### config.mk
export PLATFORM = sky130hd
export DESIGN_NAME = scc_codec
export DESIGN_NICKNAME = d
export VERILOG_FILES = /design/src/scc_pkg.sv /design/src/scc_fifo.sv /design/src/scc_codec.sv
export SDC_FILE = /design/constraint.sdc
export NUM_CORES = 1
export LEC_CHECK = 0
export BUFFER_PORTS_ARGS = -buffer_cell sky130_fd_sc_hd__buf_2
export CORE_MARGIN = 3
export CORE_UTILIZATION = 60
export CTS_BUF_LIST = sky130_fd_sc_hd__clkbuf_8
export DETAILED_ROUTE_END_ITERATION = 10
export PLACE_DENSITY = 0.78
export SLEW_MARGIN = 20
export SYNTH_ARGS = -nofsm -noshare
export SYNTH_HDL_FRONTEND = slang
export SYNTH_SLANG_ARGS = --single-unit
export TNS_END_PERCENT = 10
### constraint.sdc
create_clock -name clk_sys_in -period 5.2 [get_ports clk_sys_in]
set_input_delay 1.04 -clock clk_sys_in [delete_from_list [all_inputs] [get_ports clk_sys_in]]
set_output_delay 1.04 -clock clk_sys_in [all_outputs]
set_load 0.02 [all_outputs]
### src/scc_pkg.sv
// Shared constants, code tables and carrier types for the special character codec.
package scc_pkg;

  // ----------------------------------------------------------------------------
  // Widths and counts
  // ----------------------------------------------------------------------------
  localparam int SCC_BYTE_W = 8;
  localparam int SCC_SYM_W = 10;
  localparam int SCC_NUM_K = 12;
  localparam int SCC_FIFO_DEPTH = 32;
  localparam logic [3:0] SCC_LAST_BIT = 4'h9;
  localparam logic [3:0] SCC_BALANCED_ONES = 4'h5;
  localparam logic [6:0] SCC_COMMA_NEG = 7'h1F;
  localparam logic [6:0] SCC_COMMA_POS = 7'h60;
  localparam logic [3:0] SCC_IDLE_IDX = 4'h5;

  // ----------------------------------------------------------------------------
  // Control byte values, HGF EDCBA
  // ----------------------------------------------------------------------------
  localparam logic [7:0] SCC_K_BYTE [SCC_NUM_K] = '{
    8'h1C, 8'h3C, 8'h5C, 8'h7C, 8'h9C, 8'hBC,
    8'hDC, 8'hFC, 8'hF7, 8'hFB, 8'hFD, 8'hFE
  };

  // ----------------------------------------------------------------------------
  // Code groups abcdei fghj, bit a is the MSB
  // ----------------------------------------------------------------------------
  localparam logic [9:0] SCC_K_NEG [SCC_NUM_K] = '{
    10'h0F4, // (RULE4)
    10'h0F9, // (RULE2)
    10'h0F5, // (RULE5)
    10'h0F3, // (RULE5)
    10'h0F2, // (RULE5)
    10'h0FA, // (RULE1)
    10'h0F6, // (RULE6)
    10'h0F8, // (RULE3)
    10'h3A8, // (RULE7)
    10'h368, // (RULE7)
    10'h2E8, // (RULE8)
    10'h1E8  // (RULE8)
  };
  localparam logic [9:0] SCC_K_POS [SCC_NUM_K] = '{
    10'h30B, // (RULE4)
    10'h306, // (RULE2)
    10'h30A, // (RULE5)
    10'h30C, // (RULE5)
    10'h30D, // (RULE5)
    10'h305, // (RULE1)
    10'h309, // (RULE6)
    10'h307, // (RULE3)
    10'h057, // (RULE7)
    10'h097, // (RULE7)
    10'h117, // (RULE8)
    10'h217  // (RULE8)
  };

  // ----------------------------------------------------------------------------
  // Types
  // ----------------------------------------------------------------------------
  typedef enum logic [0:0] {
    SCC_RX_HUNT = 1'b0,
    SCC_RX_LOCKED = 1'b1
  } scc_rx_state_t;

  typedef struct packed {
    logic [7:0] ctrl_byte;
  } scc_tx_req_t;

  typedef struct packed {
    logic [7:0] ctrl_byte;
    logic [9:0] symbol;
    logic idle;
    logic invalid;
    logic disp_err;
  } scc_rx_char_t;

endpackage : scc_pkg

### src/scc_fifo.sv
// Request FIFO with a registered read port for the special character codec.
`timescale 1ns/1ps
module scc_fifo #(
  parameter int WIDTH = 8,
  parameter int DEPTH = 32
) (
  input wire logic clk_sys_in,
  input wire logic resetn_in,
  input wire logic [WIDTH-1:0] wr_data_in,
  input wire logic wr_valid_in,
  output logic wr_ready_out,
  output logic [WIDTH-1:0] rd_data_out,
  output logic rd_valid_out,
  input wire logic rd_ready_in
);

  localparam int AW = $clog2(DEPTH);

  typedef struct packed {
    logic [AW-1:0] wr_ptr;
    logic [AW-1:0] rd_ptr;
    logic [AW:0] count;
    logic out_valid;
    logic [WIDTH-1:0] out_data;
  } scc_fifo_state_t;

  scc_fifo_state_t q;
  scc_fifo_state_t d;
  logic [WIDTH-1:0] mem [DEPTH];
  logic push;
  logic pop_mem;

  // ----------------------------------------------------------------------------
  // Next state
  // ----------------------------------------------------------------------------
  // The output register counts as storage, so the FIFO holds DEPTH plus one words.
  always_comb begin
    d = q;
    push = wr_valid_in && (q.count != (AW+1)'(DEPTH));
    pop_mem = (q.count != '0) && (!q.out_valid || rd_ready_in);
    if (push) begin
      d.wr_ptr = q.wr_ptr + 1'b1;
    end
    if (pop_mem) begin
      d.rd_ptr = q.rd_ptr + 1'b1;
      d.out_data = mem[q.rd_ptr];
      d.out_valid = 1'b1;
    end else if (rd_ready_in) begin
      d.out_valid = 1'b0;
    end
    d.count = q.count + (AW+1)'(push) - (AW+1)'(pop_mem);
  end

  always_ff @(posedge clk_sys_in or negedge resetn_in) begin
    if (!resetn_in) begin
      q <= '0;
    end else begin
      q <= d;
    end
  end

  always_ff @(posedge clk_sys_in) begin
    if (push) begin
      mem[q.wr_ptr] <= wr_data_in;
    end
  end

  assign wr_ready_out = (q.count != (AW+1)'(DEPTH));
  assign rd_data_out = q.out_data;
  assign rd_valid_out = q.out_valid;

endmodule : scc_fifo

### src/scc_codec.sv
// Special character encoder, receive aligner and decoder with disparity tracking.
`timescale 1ns/1ps

// What this block does
// (RULE1) K28.5 encodes per running disparity column.
// (RULE2) K28.1 encodes per running disparity column.
// (RULE3) K28.7 encodes per running disparity column.
// (RULE4) K28.0 encodes per running disparity column.
// (RULE5) K28.2, K28.3, K28.4 encode per column.
// (RULE6) K28.6 encodes per running disparity column.
// (RULE7) K23.7 and K27.7 encode per column.
// (RULE8) K29.7 and K30.7 encode per column.
// (RULE9) Only twelve control codes valid; others flagged.
// (RULE10) Running disparity sign selects the code column.
// (RULE11) Receiver aligns character boundaries on idle commas.
// (RULE12) One byte maps to one ten-bit group.
// (RULE13) Reset disparity negative; unbalanced groups invert it.
module scc_codec (
  input wire logic clk_sys_in,
  input wire logic resetn_in,
  input wire scc_pkg::scc_tx_req_t tx_req_in,
  input wire logic tx_valid_in,
  output logic tx_ready_out,
  output logic [9:0] tx_sym_out,
  output logic tx_sym_valid_out,
  input wire logic tx_sym_ready_in,
  output logic tx_invalid_out,
  output logic tx_rd_pos_out,
  input wire logic rx_bit_in,
  input wire logic rx_bit_valid_in,
  output scc_pkg::scc_rx_char_t rx_char_out,
  output logic rx_char_valid_out,
  output logic rx_aligned_out,
  output logic rx_rd_pos_out
);

  // ----------------------------------------------------------------------------
  // State
  // ----------------------------------------------------------------------------
  typedef struct packed {
    logic tx_rd_pos;
    logic [9:0] tx_sym;
    logic tx_vld;
    logic tx_invalid;
    logic [9:0] rx_shift;
    logic [3:0] rx_cnt;
    scc_pkg::scc_rx_state_t rx_state;
    logic rx_rd_pos;
    scc_pkg::scc_rx_char_t rx_char;
    logic rx_vld;
  } scc_state_t;

  scc_state_t q;
  scc_state_t d;
  scc_pkg::scc_tx_req_t fifo_data;
  logic fifo_valid;
  logic fifo_pop;

  // ----------------------------------------------------------------------------
  // Functions
  // ----------------------------------------------------------------------------
  // A group with other than five ones leaves the line unbalanced.
  function automatic logic scc_unbalanced(input logic [9:0] sym);
    logic [3:0] ones;
    ones = 4'h0;
    for (int i = 0; i < 10; i++) begin
      ones = ones + 4'(sym[i]);
    end
    return ones != scc_pkg::SCC_BALANCED_ONES; // (RULE13)
  endfunction : scc_unbalanced

  // Returns {found, index} for a control byte.
  function automatic logic [4:0] scc_find_byte(input logic [7:0] b);
    logic [4:0] r;
    r = 5'h00;
    for (int i = 0; i < scc_pkg::SCC_NUM_K; i++) begin
      if (scc_pkg::SCC_K_BYTE[i] == b) begin
        r = {1'b1, 4'(i)};
      end
    end
    return r; // (RULE9)
  endfunction : scc_find_byte

  // Returns {found, positive column, index} for a received group.
  function automatic logic [5:0] scc_find_sym(input logic [9:0] s);
    logic [5:0] r;
    r = 6'h00;
    for (int i = 0; i < scc_pkg::SCC_NUM_K; i++) begin
      if (scc_pkg::SCC_K_NEG[i] == s) begin
        r = {2'b10, 4'(i)};
      end
      if (scc_pkg::SCC_K_POS[i] == s) begin
        r = {2'b11, 4'(i)};
      end
    end
    return r; // (RULE9)
  endfunction : scc_find_sym

  function automatic logic [9:0] scc_pick(input logic [3:0] idx, input logic rd_pos);
    logic [9:0] r;
    r = rd_pos ? scc_pkg::SCC_K_POS[idx] : scc_pkg::SCC_K_NEG[idx]; // (RULE10)
    return r;
  endfunction : scc_pick

  // ----------------------------------------------------------------------------
  // Request buffer
  // ----------------------------------------------------------------------------
  // When the link stalls, requests back up here until tx_ready_out drops.
  scc_fifo #(
    .WIDTH(scc_pkg::SCC_BYTE_W),
    .DEPTH(scc_pkg::SCC_FIFO_DEPTH)
  ) u_fifo (
    .clk_sys_in(clk_sys_in),
    .resetn_in(resetn_in),
    .wr_data_in(tx_req_in),
    .wr_valid_in(tx_valid_in),
    .wr_ready_out(tx_ready_out),
    .rd_data_out(fifo_data),
    .rd_valid_out(fifo_valid),
    .rd_ready_in(fifo_pop)
  );

  // ----------------------------------------------------------------------------
  // Next state
  // ----------------------------------------------------------------------------
  always_comb begin
    logic load;
    logic [4:0] hit;
    logic [3:0] idx;
    logic [9:0] code;
    logic [9:0] sh;
    logic [5:0] found;
    logic comma;
    logic boundary;
    load = 1'b0;
    hit = 5'h00;
    idx = scc_pkg::SCC_IDLE_IDX;
    code = 10'h000;
    sh = 10'h000;
    found = 6'h00;
    comma = 1'b0;
    boundary = 1'b0;
    d = q;
    d.tx_invalid = 1'b0;
    d.rx_vld = 1'b0;
    fifo_pop = 1'b0;

    // Transmit: one request byte becomes one ten-bit group.
    load = !q.tx_vld || tx_sym_ready_in;
    if (load) begin
      if (fifo_valid) begin
        fifo_pop = 1'b1;
        hit = scc_find_byte(fifo_data.ctrl_byte);
        if (hit[4]) begin
          idx = hit[3:0]; // (RULE12)
        end else begin
          d.tx_invalid = 1'b1; // (RULE9)
        end
      end
      // An empty queue or a rejected byte sends an idle, keeping the receiver aligned.
      code = scc_pick(idx, q.tx_rd_pos); // (RULE10)
      d.tx_sym = code;
      d.tx_vld = 1'b1;
      d.tx_rd_pos = q.tx_rd_pos ^ scc_unbalanced(code); // (RULE13)
    end

    // Receive: first bit on the line is bit a, so it ends up in the MSB.
    if (rx_bit_valid_in) begin
      sh = {q.rx_shift[8:0], rx_bit_in};
      d.rx_shift = sh;
      comma = (sh[9:3] == scc_pkg::SCC_COMMA_NEG) || (sh[9:3] == scc_pkg::SCC_COMMA_POS);
      case (q.rx_state)
        scc_pkg::SCC_RX_HUNT: begin
          boundary = comma; // (RULE11)
        end
        scc_pkg::SCC_RX_LOCKED: begin
          boundary = comma || (q.rx_cnt == scc_pkg::SCC_LAST_BIT); // (RULE11)
        end
        default: begin
          boundary = 1'b0;
        end
      endcase
      if (boundary) begin
        d.rx_state = scc_pkg::SCC_RX_LOCKED;
        d.rx_cnt = 4'h0;
        found = scc_find_sym(sh);
        d.rx_vld = 1'b1;
        d.rx_char.symbol = sh; // (RULE12)
        d.rx_char.ctrl_byte = found[5] ? scc_pkg::SCC_K_BYTE[found[3:0]] : 8'h00;
        d.rx_char.invalid = !found[5]; // (RULE9)
        d.rx_char.idle = found[5] && (found[3:0] == scc_pkg::SCC_IDLE_IDX);
        d.rx_char.disp_err = found[5] && (found[4] != q.rx_rd_pos); // (RULE10)
        d.rx_rd_pos = q.rx_rd_pos ^ scc_unbalanced(sh); // (RULE13)
      end else begin
        d.rx_cnt = q.rx_cnt + 4'h1;
      end
    end
  end

  // ----------------------------------------------------------------------------
  // Registers
  // ----------------------------------------------------------------------------
  // Both disparity flags reset to zero, which means negative.
  always_ff @(posedge clk_sys_in or negedge resetn_in) begin
    if (!resetn_in) begin
      q <= '0; // (RULE13)
    end else begin
      q <= d;
    end
  end

  // ----------------------------------------------------------------------------
  // Outputs
  // ----------------------------------------------------------------------------
  assign tx_sym_out = q.tx_sym;
  assign tx_sym_valid_out = q.tx_vld;
  assign tx_invalid_out = q.tx_invalid;
  assign tx_rd_pos_out = q.tx_rd_pos;
  assign rx_char_out = q.rx_char;
  assign rx_char_valid_out = q.rx_vld;
  assign rx_aligned_out = (q.rx_state == scc_pkg::SCC_RX_LOCKED);
  assign rx_rd_pos_out = q.rx_rd_pos;

endmodule : scc_codec

==> metrics.md, run 1 <==
| Metric | Value |
|---|---|
| Post-CTS setup buffer count | `0` |
| Critical Path Start Type | `register` |
| Post-Syn Area | `14530 µm²` |
| Worst-path clk slew | `~0.060 ns` |
| Placed cell count | `1197` |
| Worst min path class | `input port to async pin` |
| Post-Route WL | `27.43 mm` |
| Layout Nets | `982` |
| Share of the synthesized area in the top cell type | `52.89%` |
| CTS H-Tree Depth | `2` |
| CP Data Required Time | `approximately 5.7 ns` |
| First-pass GRT wire length | `about 44 mm` |
| Avg WL per Cell | `21.20 µm` |
| Largest net degree at the start of global routing | `76` |
| Final Instance Count excl. Fillers | `roughly 1300` |
| TritonCTS clock tree | `built` |
| Area contributors post-synth | `edfxtp_1 (53%), dfrtp_1 (13%), mux4_2 (12%), ha_1 (2.2%), buf_4 (1.8%)` |
| Yosys reg bits | `331` |
| Critical path endpoint category | `register` |
| Worst r2r src | `q[30]$_DFFE_PN0P_` |
| Post-synth EDFFs | `256` |
| Critical path type | `register to register` |
| Vias in the first global route | `around 7800` |
| Ys flop type | `edfxtp_1` |
| Router iterations before antenna repair | `5` |
| Syn Nets | `948` |
| Syn Area/Cell | `16.17 µm²` |
| Routed vias/inst | `5.966` |
| Seq/Total Area, Yosys | `around 66%` |
| Synth cell types | `72` |
| Final Hold Vio Count | `0` |
| Maximum vdd drop | `~270 µV` |
| IO buf count | `51` |
| Antenna cells | `0` |
| Total CTS buffers | `51` |
| Yosys warns | `0` |
| Largest area contributor in the netlist | `edfxtp_1` |
| Post-DRT Antenna Nets | `0` |
| HPWL Detailed | `about 18 mm` |
| Root buffer cell | `clkbuf_8` |
| Share of cells above drive strength 1 | `24.31%` |
| Placer Congestion | `0.8653` |
| Slew HR | `24.84%` |
| Period utilization | `approximately 76%` |
| Worst-skew pair later-pin latency | `0.59 ns` |
| Row cnt | `56` |
| FMAX | `253.3 MHz` |
| Leakage power | `5.671 nW` |
| Initial antenna violation count | `0` |
| # DRC | `0` |
| Power Dens Cells | `537.4 nW/µm²` |
| Die Area | `26130 µm²` |
| R2R Setup Slk | `1.25 ns` |
| Final Setup Violations | `0` |
| Unrepaired setup endpoints after global routing | `no` |
| Status | `finished clean` |
| Grt total ovfl | `0` |
| Area delta synth->final | `8.876%` |
| Worst-path fanout max | `25` |
| WP data arrival | `between 4 and 5 ns` |
| Fin Setup TNS | `0 ns` |
| Top Ports | `52` |
| Post_cts resized | `0` |
| Max-cap check violation count | `0` |
| Number of fill cells | `1621` |
| FFs w/ async S/R, synth | `a little under a quarter` |
| Hold buffer count at CTS | `0` |
| Area of the core | `~24000 µm²` |
| Top-count cell post-synth | `edfxtp_1` |
| Clock Path Buffers | `3` |
| Die height | `161.6 µm` |
| Vias | `7720` |
| Max Slew Vio Count | `0` |
| Final min period | `between 3 and 4 ns` |
| Clock Skew | `0.02870 ns` |
| Iter 0 DRT Violations | `577` |
| Die Wd | `~160 µm` |
| Synth top cells by count | `edfxtp_1 (256), mux4_2 (80), dfrtp_1 (75), nor2_1 (61), nand2_1 (46)` |
| Starting Density | `61.55%` |
| Slew @ Worst Pin | `approximately 1.1 ns` |
| Worst R2R End | `rx_rd_pos_out$_DFFE_PN0P_` |
| Clock Sinks | `approximately 330` |
| R2r worst-path depth | `11` |
| Total track usage | `21.68%` |
| Post-Syn Instances | `899` |
[kinds of logic after synthesis]
kind of cell             Yosys count  synth area share, %
flip-flops                       331                65.81
AND/OR/NAND/NOR                  175                5.983
buffers and inverters            120                4.106
AO/OA/AOI/OAI                    106                4.761
multiplexers                     101                13.98
adder cells (fa/ha/maj)           35                3.530
XOR/XNOR                          30                1.808
other                              1              0.02580
[where the power goes]
part,total (mW),internal (mW),switching (mW)
Combinational,2.79,1.39,1.40
Clock,2.01,1.03,0.978
Sequential,3.70,3.22,0.481
[area by class of cell]
cell class | count | area (µm²) | share of cell area, %
Inverter | 41 | 153.9 | 0.9726
Clock inverter | 44 | 256.5 | 1.621
Sequential cell | 331 | 9570 | 60.48
Timing Repair Buffer | 60 | 365.4 | 2.309
Multi-Input combinational cell | 448 | 4377 | 27.66
Tap cell | 319 | 399.1 | 2.522
Clock buffer | 51 | 701.9 | 4.436
[worst max-delay path by stage]
stage / start / end / slack, ns / cells past startpoint
5_1_grt: u_fifo.rd_data_out[0]$_DFFE_PN0P_ / tx_rd_pos_out$_DFFE_PN0P_ / 0.98 / 17
2_1_floorplan: rx_bit_in / rx_rd_pos_out$_DFFE_PN0P_ / 1.31 / 11
3_5_place_dp: rx_bit_in / rx_rd_pos_out$_DFFE_PN0P_ / 1.03 / 12
4_1_cts: u_fifo.rd_data_out[0]$_DFFE_PN0P_ / tx_rd_pos_out$_DFFE_PN0P_ / 1.27 / 17
6_report: q[30]$_DFFE_PN0P_ / rx_rd_pos_out$_DFFE_PN0P_ / 1.25 / 11
3_3_place_gp: rx_bit_in / rx_rd_pos_out$_DFFE_PN0P_ / 1.09 / 12
[metal layers]
layer / up-vias / track usage (%) / routed length [µm]
met3: 42 / 3.565 / 1653
met1: 3915 / 31.81 / 11900
li1: 3485 / - / -
met2: 278 / 34.84 / 13430
met4: 0 / 5.545 / 440
met5: - / 0 / 0
[worst max-delay path, cell delays in order, from the launching register on]
cell and delay [ns]:
dfrtp_1 0.89, fa_1 0.56, fa_1 0.51, inv_1 0.05, fa_1 0.48, inv_1 0.04
ha_1 0.20, fa_1 0.39, a2111oi_0 0.38, a21oi_1 0.07, o21ai_1 0.17, xnor2_1 0.13
[cell usage in the layout (no fill, tap or decap), types with 3 or more instances in the layout]
master | netlist | layout
nor3_1 | 7 | 7
nor2_1 | 61 | 61
nand3b_1 | 3 | 3
o22ai_1 | 5 | 5
clkbuf_8 | 0 | 51
mux2_1 | 3 | 3
dfrtp_1 | 75 | 72
edfxtp_1 | 256 | 256
nand4b_1 | 3 | 3
mux2i_1 | 8 | 8
mux4_2 | 80 | 80
or4_1 | 5 | 5
buf_2 | 15 | 50
a31oi_1 | 5 | 5
xor2_1 | 5 | 5
o21ai_1 | 13 | 13
nand2b_1 | 7 | 7
clkinv_2 | 0 | 6
nand4_1 | 13 | 13
o21ai_0 | 18 | 18
and4_1 | 3 | 3
nand3_1 | 8 | 8
clkinv_1 | 0 | 12
a211oi_1 | 3 | 3
buf_4 | 34 | 8
a21oi_1 | 30 | 29
mux2_2 | 9 | 9
nand2_1 | 46 | 46
ha_1 | 25 | 25
fa_1 | 10 | 10
o31ai_1 | 4 | 4
xnor2_1 | 25 | 25
inv_1 | 39 | 59
[metrics by stage]
stage,worst slack [ns],power [mW],hold WS (ns),area [µm²],util [%]
after global placement,1.090,6.427,0.4624,14810,62.72
final,1.252,8.504,0.3604,15820,67.01
after detailed placement,1.035,6.526,0.4701,14810,62.72
after floorplan,1.314,5.893,0.4471,14530,-
after global routing,0.9842,9.018,0.3595,15820,67.01
after CTS,1.274,8.544,0.4840,15770,66.78
[state kept, by name, summed over array words and instances (netlist names)]
| register | flops |
|---|---|
| rx_aligned_out | 1 |
| tx_rd_pos_out | 1 |
| u_fifo.mem | 256 |
| tx_sym_valid_out | 1 |
| tx_invalid_out | 1 |
| rx_char_valid_out | 1 |
| rx_rd_pos_out | 1 |
| q | 13 |
| u_fifo.rd_data_out | 8 |
| u_fifo.q | 16 |
| u_fifo.rd_valid_out | 1 |
| tx_sym_out | 10 |
| rx_char_out | 21 |
Note: power is estimated with default switching activity, not from simulation.
==> run 2, diff against run 1 <==
==> constraint.sdc (replaced) <==
create_clock -name clk_sys_in -period 4.1 [get_ports clk_sys_in]
set_input_delay 0.82 -clock clk_sys_in [delete_from_list [all_inputs] [get_ports clk_sys_in]]
set_output_delay 0.82 -clock clk_sys_in [all_outputs]
set_load 0.02 [all_outputs]
==> run 2 against run 1 <==
Via count decreased by 0.45%. Clock skew increased by 0.0026 ns. Clock-buffer cell count increased by 1. Wire length fell by 1.9%. Die area stayed put. Flip-flop and latch count unchanged. Global-route usage about the same. Register-to-register slack worse by 0.98 ns. Critical path depth rose by 4. First-iteration DRC count up 34%. Power is 27% higher. Critical endpoint is now tx_rd_pos_out$_DFFE_PN0P_. Highest routed layer unchanged.
==> metrics.md, run 2 (synthesis gave the netlist of run 1 again) <==
| Metric | Value |
|---|---|
| Root buffer cell | `clkbuf_8 (unchanged)` |
| Final Hold Vio Count | `0 (unchanged)` |
| Worst-skew pair later-pin latency | `0.58 ns (was 0.59 ns)` |
| Largest net degree at the start of global routing | `76 (unchanged)` |
| Placed cell area | `14840 µm² (was 14810 µm²)` |
| Post-Route WL | `26.92 mm (was 27.43 mm)` |
| Antenna cells | `0 (unchanged)` |
| Share of power burned in the clock network | `23.6% (about the same)` |
| Slew @ Worst Pin | `0.9572 ns (was 1.127 ns)` |
| Area of the core | `23610 µm² (unchanged)` |
| NetSw | `3.604 mW (was 2.857 mW)` |
| R2R Setup Slk | `0.27 ns (was 1.25 ns)` |
| Worst min path class | `input port to async pin (unchanged)` |
| Worst r2r src | `u_fifo.rd_data_out[0]$_DFFE_PN0P_ (was q[30]$_DFFE_PN0P_)` |
| Final Setup Violations | `0 (unchanged)` |
| Cell Chain, Critical Path | `a2bb2oi_1 > a211o_1 > or3_1 > a21oi_1 > xnor2_1 > fa_1 > xor2_1 > xnor2_1 > xnor2_1 > ha_1 > inv_1 > fa_1 > o21ai_0 > a31oi_1 > xnor2_1 (was fa_1 > fa_1 > inv_1 > fa_1 > inv_1 > ha_1 > fa_1 > a2111oi_0 > a21oi_1 > o21ai_1 > xnor2_1)` |
| Router iterations before antenna repair | `5 (unchanged)` |
| Status | `finished clean (unchanged)` |
| Setup ws final | `0.2746 ns (was 1.252 ns)` |
| Die height | `161.6 µm (unchanged)` |
| Clock Path Buffers | `3 (unchanged)` |
| Critical Path Start Type | `register (unchanged)` |
| Max FFs per register | `256 (unchanged)` |
| Layout Nets | `986 (was 982)` |
| Top Ports | `52 (unchanged)` |
| Final instance area | `15860 µm² (was 15820 µm²)` |
| Slew HR | `36.19% (was 24.84%)` |
| Total CTS buffers | `52 (was 51)` |
| Total track usage | `21.69% (was 21.68%)` |
| Worst Setup SP | `u_fifo.rd_data_out[0]$_DFFE_PN0P_ (was q[30]$_DFFE_PN0P_)` |
| Area delta synth->final | `9.108% (was 8.876%)` |
| Iter 0 DRT Violations | `776 (was 577)` |
| Fin Setup TNS | `0 ns (unchanged)` |
| FMAX | `261.4 MHz (was 253.3 MHz)` |
| Vias | `7685 (was 7720)` |
| Initial antenna violation count | `0 (unchanged)` |
| Dpl ws | `0.1797 ns (was 1.035 ns)` |
| Die Area | `26130 µm² (unchanged)` |
| Comb pwr share | `33.0% (was 32.8%)` |
| Multi-input gate area | `4395 µm² (was 4377 µm²)` |
| Row cnt | `56 (unchanged)` |
| Biggest register | `u_fifo.mem (unchanged)` |
| WP data arrival | `4.28 ns (was 4.44 ns)` |
| Worst-path fanout max | `8 (was 25)` |
| First-pass GRT wire length | `43.75 mm (was 43.83 mm)` |
| IO buf count | `51 (unchanged)` |
| CTS H-Tree Depth | `2 (unchanged)` |
| Clock Sinks | `331 (unchanged)` |
| Power Dens Cells | `679.6 nW/µm² (was 537.4 nW/µm²)` |
| Internal power | `7.173 mW (was 5.647 mW)` |
| Clock Skew | `0.03130 ns (was 0.02870 ns)` |
| Period utilization | `93.30% (was 75.92%)` |
| CP most frequent cell | `xnor2_1 (was fa_1)` |
| Switching share of power | `33.44% (was 33.60%)` |
| Vias in the first global route | `7728 (was 7755)` |
| Post-DRT Antenna Nets | `0 (unchanged)` |
| Grt total ovfl | `0 (unchanged)` |
| # DRC | `0 (unchanged)` |
| Final min period | `3.825 ns (was 3.948 ns)` |
| Max Slew Vio Count | `0 (unchanged)` |
| CP Data Required Time | `4.56 ns (was 5.69 ns)` |
| HPWL Detailed | `17.14 mm (was 17.62 mm)` |
| Commonest non-fill, non-tap cell in the layout | `edfxtp_1 (unchanged)` |
| Routed vias/inst | `5.916 (was 5.966)` |
| Avg WL per Cell | `20.72 µm (was 21.20 µm)` |
| R2r worst-path depth | `15 (was 11)` |
| Tot Pwr | `10.78 mW (was 8.504 mW)` |
| Worst-path clk slew | `0.06 ns (about the same)` |
| Maximum vdd drop | `411.0 µV (was 269.1 µV)` |
| Share of cells above drive strength 1 | `25.10% (was 24.31%)` |
| Slowest stage cell, crit path | `fa_1 (was dfrtp_1)` |
| Reg power frac | `43.3% (was 43.5%)` |
| Max-cap check violation count | `0 (unchanged)` |
| Leakage power | `5.682 nW (was 5.671 nW)` |
| Critical path type | `register to register (unchanged)` |
| Number of fill cells | `1592 (was 1621)` |
| Critical path endpoint category | `register (unchanged)` |
| Crit path largest cell delay | `0.58 ns (was 0.89 ns)` |
| Most frequent cells in the layout | `edfxtp_1 (256), mux4_2 (80), dfrtp_1 (67) (was edfxtp_1 (256), mux4_2 (80), dfrtp_1 (72))` |
| Starting Density | `61.55% (unchanged)` |
| Worst R2R End | `tx_rd_pos_out$_DFFE_PN0P_ (was rx_rd_pos_out$_DFFE_PN0P_)` |
| TritonCTS clock tree | `built (unchanged)` |
| Register area | `9577 µm² (was 9570 µm²)` |
| Die Wd | `161.6 µm (unchanged)` |
| Placer Congestion | `0.8692 (was 0.8653)` |
## run 2: cell count changes in the layout (fill, tap and decap cells not counted), moves of 2 or more
cell     delta
dfrtp_1     -5
buf_4       +3
buf_16      -2
buf_12      +2
dfrtp_2     +5
inv_1       +2
## run 2: worst max-delay path by stage
stage | to | slack (ns) | cells after the start
4_1_cts | tx_rd_pos_out$_DFFE_PN0P_ | 0.18 | 17
3_5_place_dp | rx_rd_pos_out$_DFFE_PN0P_ | 0.18 | 12
6_report | tx_rd_pos_out$_DFFE_PN0P_ | 0.27 | 15
2_1_floorplan | rx_rd_pos_out$_DFFE_PN0P_ | 0.43 | 11
5_1_grt | tx_rd_pos_out$_DFFE_PN0P_ | -0.02 | 16
3_3_place_gp | rx_rd_pos_out$_DFFE_PN0P_ | 0.17 | 12
## run 2: per-layer routing
layer / vias to the layer above / share of wire, % / GRT usage, %
met3: 43 / 7.2 / 4.104
met4: 0 / 2.5 / 7.018
met5: - / 0 / 0
met1: 3845 / 43 / 32.44
met2: 308 / 47 / 33.10
li1: 3489 / - / -
## run 2: layout make-up
| class | count | share of cell area (%) |
|---|---|---|
| Clock buffer | 52 | 4.513 |
| Clock inverter | 45 | 1.539 |
| Inverter | 41 | 0.9705 |
| Multi-Input combinational cell | 448 | 27.72 |
| Sequential cell | 331 | 60.39 |
| Tap cell | 319 | 2.517 |
| Timing Repair Buffer | 63 | 2.351 |
## run 2: worst max-delay path: cells and delay by family (launching register included)
| family | cells | cell delay, ns |
|---|---|---|
| AO/OA/AOI/OAI | 5 | 0.96 |
| AND/OR/NAND/NOR | 1 | 0.32 |
| adder cells (fa/ha/maj) | 3 | 1.14 |
| flip-flops | 1 | 0.46 |
| buffers and inverters | 1 | 0.05 |
| XOR/XNOR | 5 | 0.76 |
## run 2: power by group through the flow
stage / logic [mW] / registers [mW] / clock network (mW)
6_report: 3.56 / 4.67 / 2.54
5_1_grt: 3.94 / 4.75 / 2.77
4_1_cts: 3.57 / 4.67 / 2.61
3_5_place_dp: 3.54 / 4.73 / 0
3_3_place_gp: 3.47 / 4.71 / 0
2_1_floorplan: 3.14 / 4.34 / 0
## run 2: timing repair
action | CTS | global route
hold buffers | 0 | 0
setup endpoints to repair | 0 | 1
buffers inserted | 0 | 4
gates resized for setup | 0 | 8
## run 2: stage by stage
step | hold WS (ns) | instances | utilization, %
after floorplan | 0.4471 | 899 | -
after global placement | 0.4623 | 1198 | 62.86
after detailed placement | 0.4724 | 1198 | 62.86
after CTS | 0.4204 | 1295 | 66.92
after global routing | 0.4574 | 1299 | 67.16
final | 0.3823 | 1299 | 67.16
==> run 3, diff against run 2 <==
--- a/config.mk
+++ b/config.mk
@@ -6,11 +6,13 @@
 export NUM_CORES = 1
 export LEC_CHECK = 0
 export BUFFER_PORTS_ARGS = -buffer_cell sky130_fd_sc_hd__buf_2
+export CELL_PAD_IN_SITES_DETAIL_PLACEMENT = 1
+export CELL_PAD_IN_SITES_GLOBAL_PLACEMENT = 1
 export CORE_MARGIN = 3
-export CORE_UTILIZATION = 60
+export CORE_UTILIZATION = 55
 export CTS_BUF_LIST = sky130_fd_sc_hd__clkbuf_8
 export DETAILED_ROUTE_END_ITERATION = 10
-export PLACE_DENSITY = 0.78
+export PLACE_DENSITY_LB_ADDON = 0.1
 export SLEW_MARGIN = 20
 export SYNTH_ARGS = -nofsm -noshare
 export SYNTH_HDL_FRONTEND = slang
==> run 3 against run 2 <==
Worst setup slack lost 0.11 ns. Via count grew 4.0%. First-iteration DRC count down 24%. Clock-buffer cell count stayed put. Clock skew shrank 0.0073 ns. Power up 6.3%. Flip-flop and latch count unchanged. Wire length is 22% higher. Clock power grew 13%. Final cell count up 1.5%. Critical path depth up 2.
==> metrics.md, run 3 (synthesis gave the netlist of run 1 again) <==
| Metric | Value |
|---|---|
| Area of the core | `25540 µm² (was 23610 µm²)` |
| Vias | `7994 (was 7685)` |
| Starting Density | `56.90% (was 61.55%)` |
| Cell count along the critical path | `17 (was 15)` |
| Setup ws final | `0.1673 ns (was 0.2746 ns)` |
| Tot Pwr | `11.45 mW (was 10.78 mW)` |
| Clock Path Buffers | `3 (unchanged)` |
| CTS H-Tree Depth | `2 (unchanged)` |
| WP data arrival | `4.42 ns (was 4.28 ns)` |
| Max FFs per register | `256 (unchanged)` |
| Commonest non-fill, non-tap cell in the layout | `edfxtp_1 (unchanged)` |
| Power Dens Cells | `709.8 nW/µm² (was 679.6 nW/µm²)` |
| Worst path bufs/invs | `2 (was 1)` |
| Top Ports | `52 (unchanged)` |
| R2r worst-path depth | `17 (was 15)` |
| Status | `finished clean (unchanged)` |
| NetSw | `3.927 mW (was 3.604 mW)` |
| Maximum vdd drop | `457.2 µV (was 411.0 µV)` |
| Worst hold margin | `0.1847 ns (was 0.3823 ns)` |
| Switching share of power | `34.30% (was 33.44%)` |
| Final instance area | `16130 µm² (was 15860 µm²)` |
| Die height | `168.6 µm (was 161.6 µm)` |
| # DRC | `0 (unchanged)` |
| Worst Setup SP | `u_fifo.rd_data_out[0]$_DFFE_PN0P_ (unchanged)` |
| Internal power | `7.524 mW (was 7.173 mW)` |
| Crit path to | `tx_rd_pos_out$_DFFE_PN0P_ (unchanged)` |
| Max Slew Vio Count | `0 (unchanged)` |
| Post-DRT Antenna Nets | `0 (unchanged)` |
| Slowest stage cell, crit path | `fa_1 (unchanged)` |
| Die Area | `28410 µm² (was 26130 µm²)` |
| Worst-path clk slew | `0.07 ns (was 0.06 ns)` |
| Worst-path fanout max | `6 (was 8)` |
| Clock Skew | `0.02405 ns (was 0.03130 ns)` |
| Hold buffer count at CTS | `0 (unchanged)` |
| Worst r2r src | `u_fifo.rd_data_out[0]$_DFFE_PN0P_ (unchanged)` |
| Post-Route WL | `32.84 mm (was 26.92 mm)` |
| CP Data Required Time | `4.59 ns (was 4.56 ns)` |
| Row cnt | `58 (was 56)` |
| Total CTS buffers | `52 (unchanged)` |
| FMAX | `254.3 MHz (was 261.4 MHz)` |
| Period utilization | `95.92% (was 93.30%)` |
| Critical path endpoint category | `register (unchanged)` |
| Most frequent cells in the layout | `edfxtp_1 (256), mux4_2 (80), dfrtp_1 (67) (unchanged)` |
| Critical path type | `register to register (unchanged)` |
| R2R Setup Slk | `0.17 ns (was 0.27 ns)` |
| Critical Path Start Type | `register (unchanged)` |
| Routed vias/inst | `6.061 (was 5.916)` |
| Leakage power | `5.778 nW (was 5.682 nW)` |
| Placer Congestion | `0.8365 (was 0.8692)` |
| Layout Nets | `995 (was 986)` |
| IO buf count | `51 (unchanged)` |
| Antenna cells | `0 (unchanged)` |
| Slew @ Worst Pin | `0.9423 ns (was 0.9572 ns)` |
| Area delta synth->final | `11.00% (was 9.108%)` |
| Clock Sinks | `331 (unchanged)` |
| Crit path largest cell delay | `0.56 ns (was 0.58 ns)` |
| TritonCTS clock tree | `built (unchanged)` |
| Worst min path class | `input port to async pin (unchanged)` |
| Final Util | `63.16% (was 67.16%)` |
| Avg WL per Cell | `24.90 µm (was 20.72 µm)` |
| Worst-skew pair later-pin latency | `0.59 ns (was 0.58 ns)` |
| CP top delay family | `adder cells (unchanged)` |
| Share of cells above drive strength 1 | `27.81% (was 25.10%)` |
| Slew HR | `36.95% (was 36.19%)` |
| Initial antenna violation count | `0 (unchanged)` |
| Comb pwr share | `33.8% (was 33.0%)` |
| CP most frequent cell | `xnor2_1 (unchanged)` |
| Final Hold Vio Count | `0 (unchanged)` |
| Total track usage | `23.67% (was 21.69%)` |
| Iter 0 DRT Violations | `592 (was 776)` |
| Final Setup Violations | `0 (unchanged)` |
| Reg power frac | `41.0% (was 43.3%)` |
| HPWL Detailed | `21.09 mm (was 17.14 mm)` |
| Vias in the first global route | `8706 (was 7728)` |
| Largest net degree at the start of global routing | `76 (unchanged)` |
| First-pass GRT wire length | `51.36 mm (was 43.75 mm)` |
| Share of power burned in the clock network | `25.2% (was 23.6%)` |
| Placed cell area | `14860 µm² (was 14840 µm²)` |
| Die Wd | `168.6 µm (was 161.6 µm)` |
| Biggest register | `u_fifo.mem (unchanged)` |
| Max-cap check violation count | `0 (unchanged)` |
| Final min period | `3.933 ns (was 3.825 ns)` |
| Grt total ovfl | `0 (unchanged)` |
| Dpl ws | `0.03140 ns (was 0.1797 ns)` |
| Worst R2R End | `tx_rd_pos_out$_DFFE_PN0P_ (unchanged)` |
| Router iterations before antenna repair | `5 (unchanged)` |
| Cell Chain, Critical Path | `a2bb2oi_1 > a211o_1 > buf_6 > o221ai_4 > and4_1 > nor2_1 > fa_1 > xor2_1 > xnor2_1 > xnor2_1 > ha_2 > inv_1 > fa_2 > nand3_1 > o21ai_0 > a31oi_1 > xnor2_1 (was a2bb2oi_1 > a211o_1 > or3_1 > a21oi_1 > xnor2_1 > fa_1 > xor2_1 > xnor2_1 > xnor2_1 > ha_1 > inv_1 > fa_1 > o21ai_0 > a31oi_1 > xnor2_1)` |
| Root buffer cell | `clkbuf_8 (unchanged)` |
-- run 3: area by class of cell --
| class | count | area [µm²] |
|---|---|---|
| Clock inverter | 45 | 361.6 |
| Inverter | 41 | 153.9 |
| Sequential cell | 331 | 9577 |
| Timing Repair Buffer | 72 | 464.2 |
| Fill cell | 2278 | 9412 |
| Tap cell | 330 | 412.9 |
| Multi-Input combinational cell | 448 | 4448 |
| Clock buffer | 52 | 715.7 |
-- run 3: power by group through the flow --
| stage | clock (mW) | combinational, mW | sequential, mW |
|---|---|---|---|
| after floorplan | 0 | 3.14 | 4.34 |
| after global placement | 0 | 3.56 | 4.71 |
| after global routing | 3.10 | 4.22 | 4.79 |
| final | 2.88 | 3.87 | 4.69 |
| after detailed placement | 0 | 3.77 | 4.77 |
| after CTS | 2.94 | 3.79 | 4.71 |
-- run 3: worst min-delay path by stage --
stage / end / cells after the start
after floorplan: rx_char_out[18]$_DFFE_PN0P_ / 2
after global placement: tx_sym_out[8]$_DFFE_PN0P_ / 2
after detailed placement: rx_char_out[0]$_DFFE_PN0P_ / 2
after CTS: u_fifo.q[23]$_DFFE_PN0P_ / 1
after global routing: u_fifo.q[23]$_DFFE_PN0P_ / 1
final: q[28]$_DFFE_PN0P_ / 1
-- run 3: timing repair --
item / 4_1_cts / 5_1_grt
resized for setup: 0 / 19
buffers inserted: 0 / 11
endpoints found under the setup margin: 0 / 1
endpoints found under the hold margin: 0 / 0
-- run 3: layer usage --
metal  vias up  global-route usage, %  share of wire, %
met1      4195                  31.39                40
met3        61                  3.737               5.0
met2       229                  41.48                53
met5         -                      0                 0
li1       3509                      -                 -
met4         0                  6.154               2.3
-- run 3: per-stage QoR --
step                      cells  setup TNS (ns)
after global placement     1210               0
final                      1319               0
after global routing       1319        -0.03795
after floorplan             899               0
after detailed placement   1210               0
after CTS                  1307               0
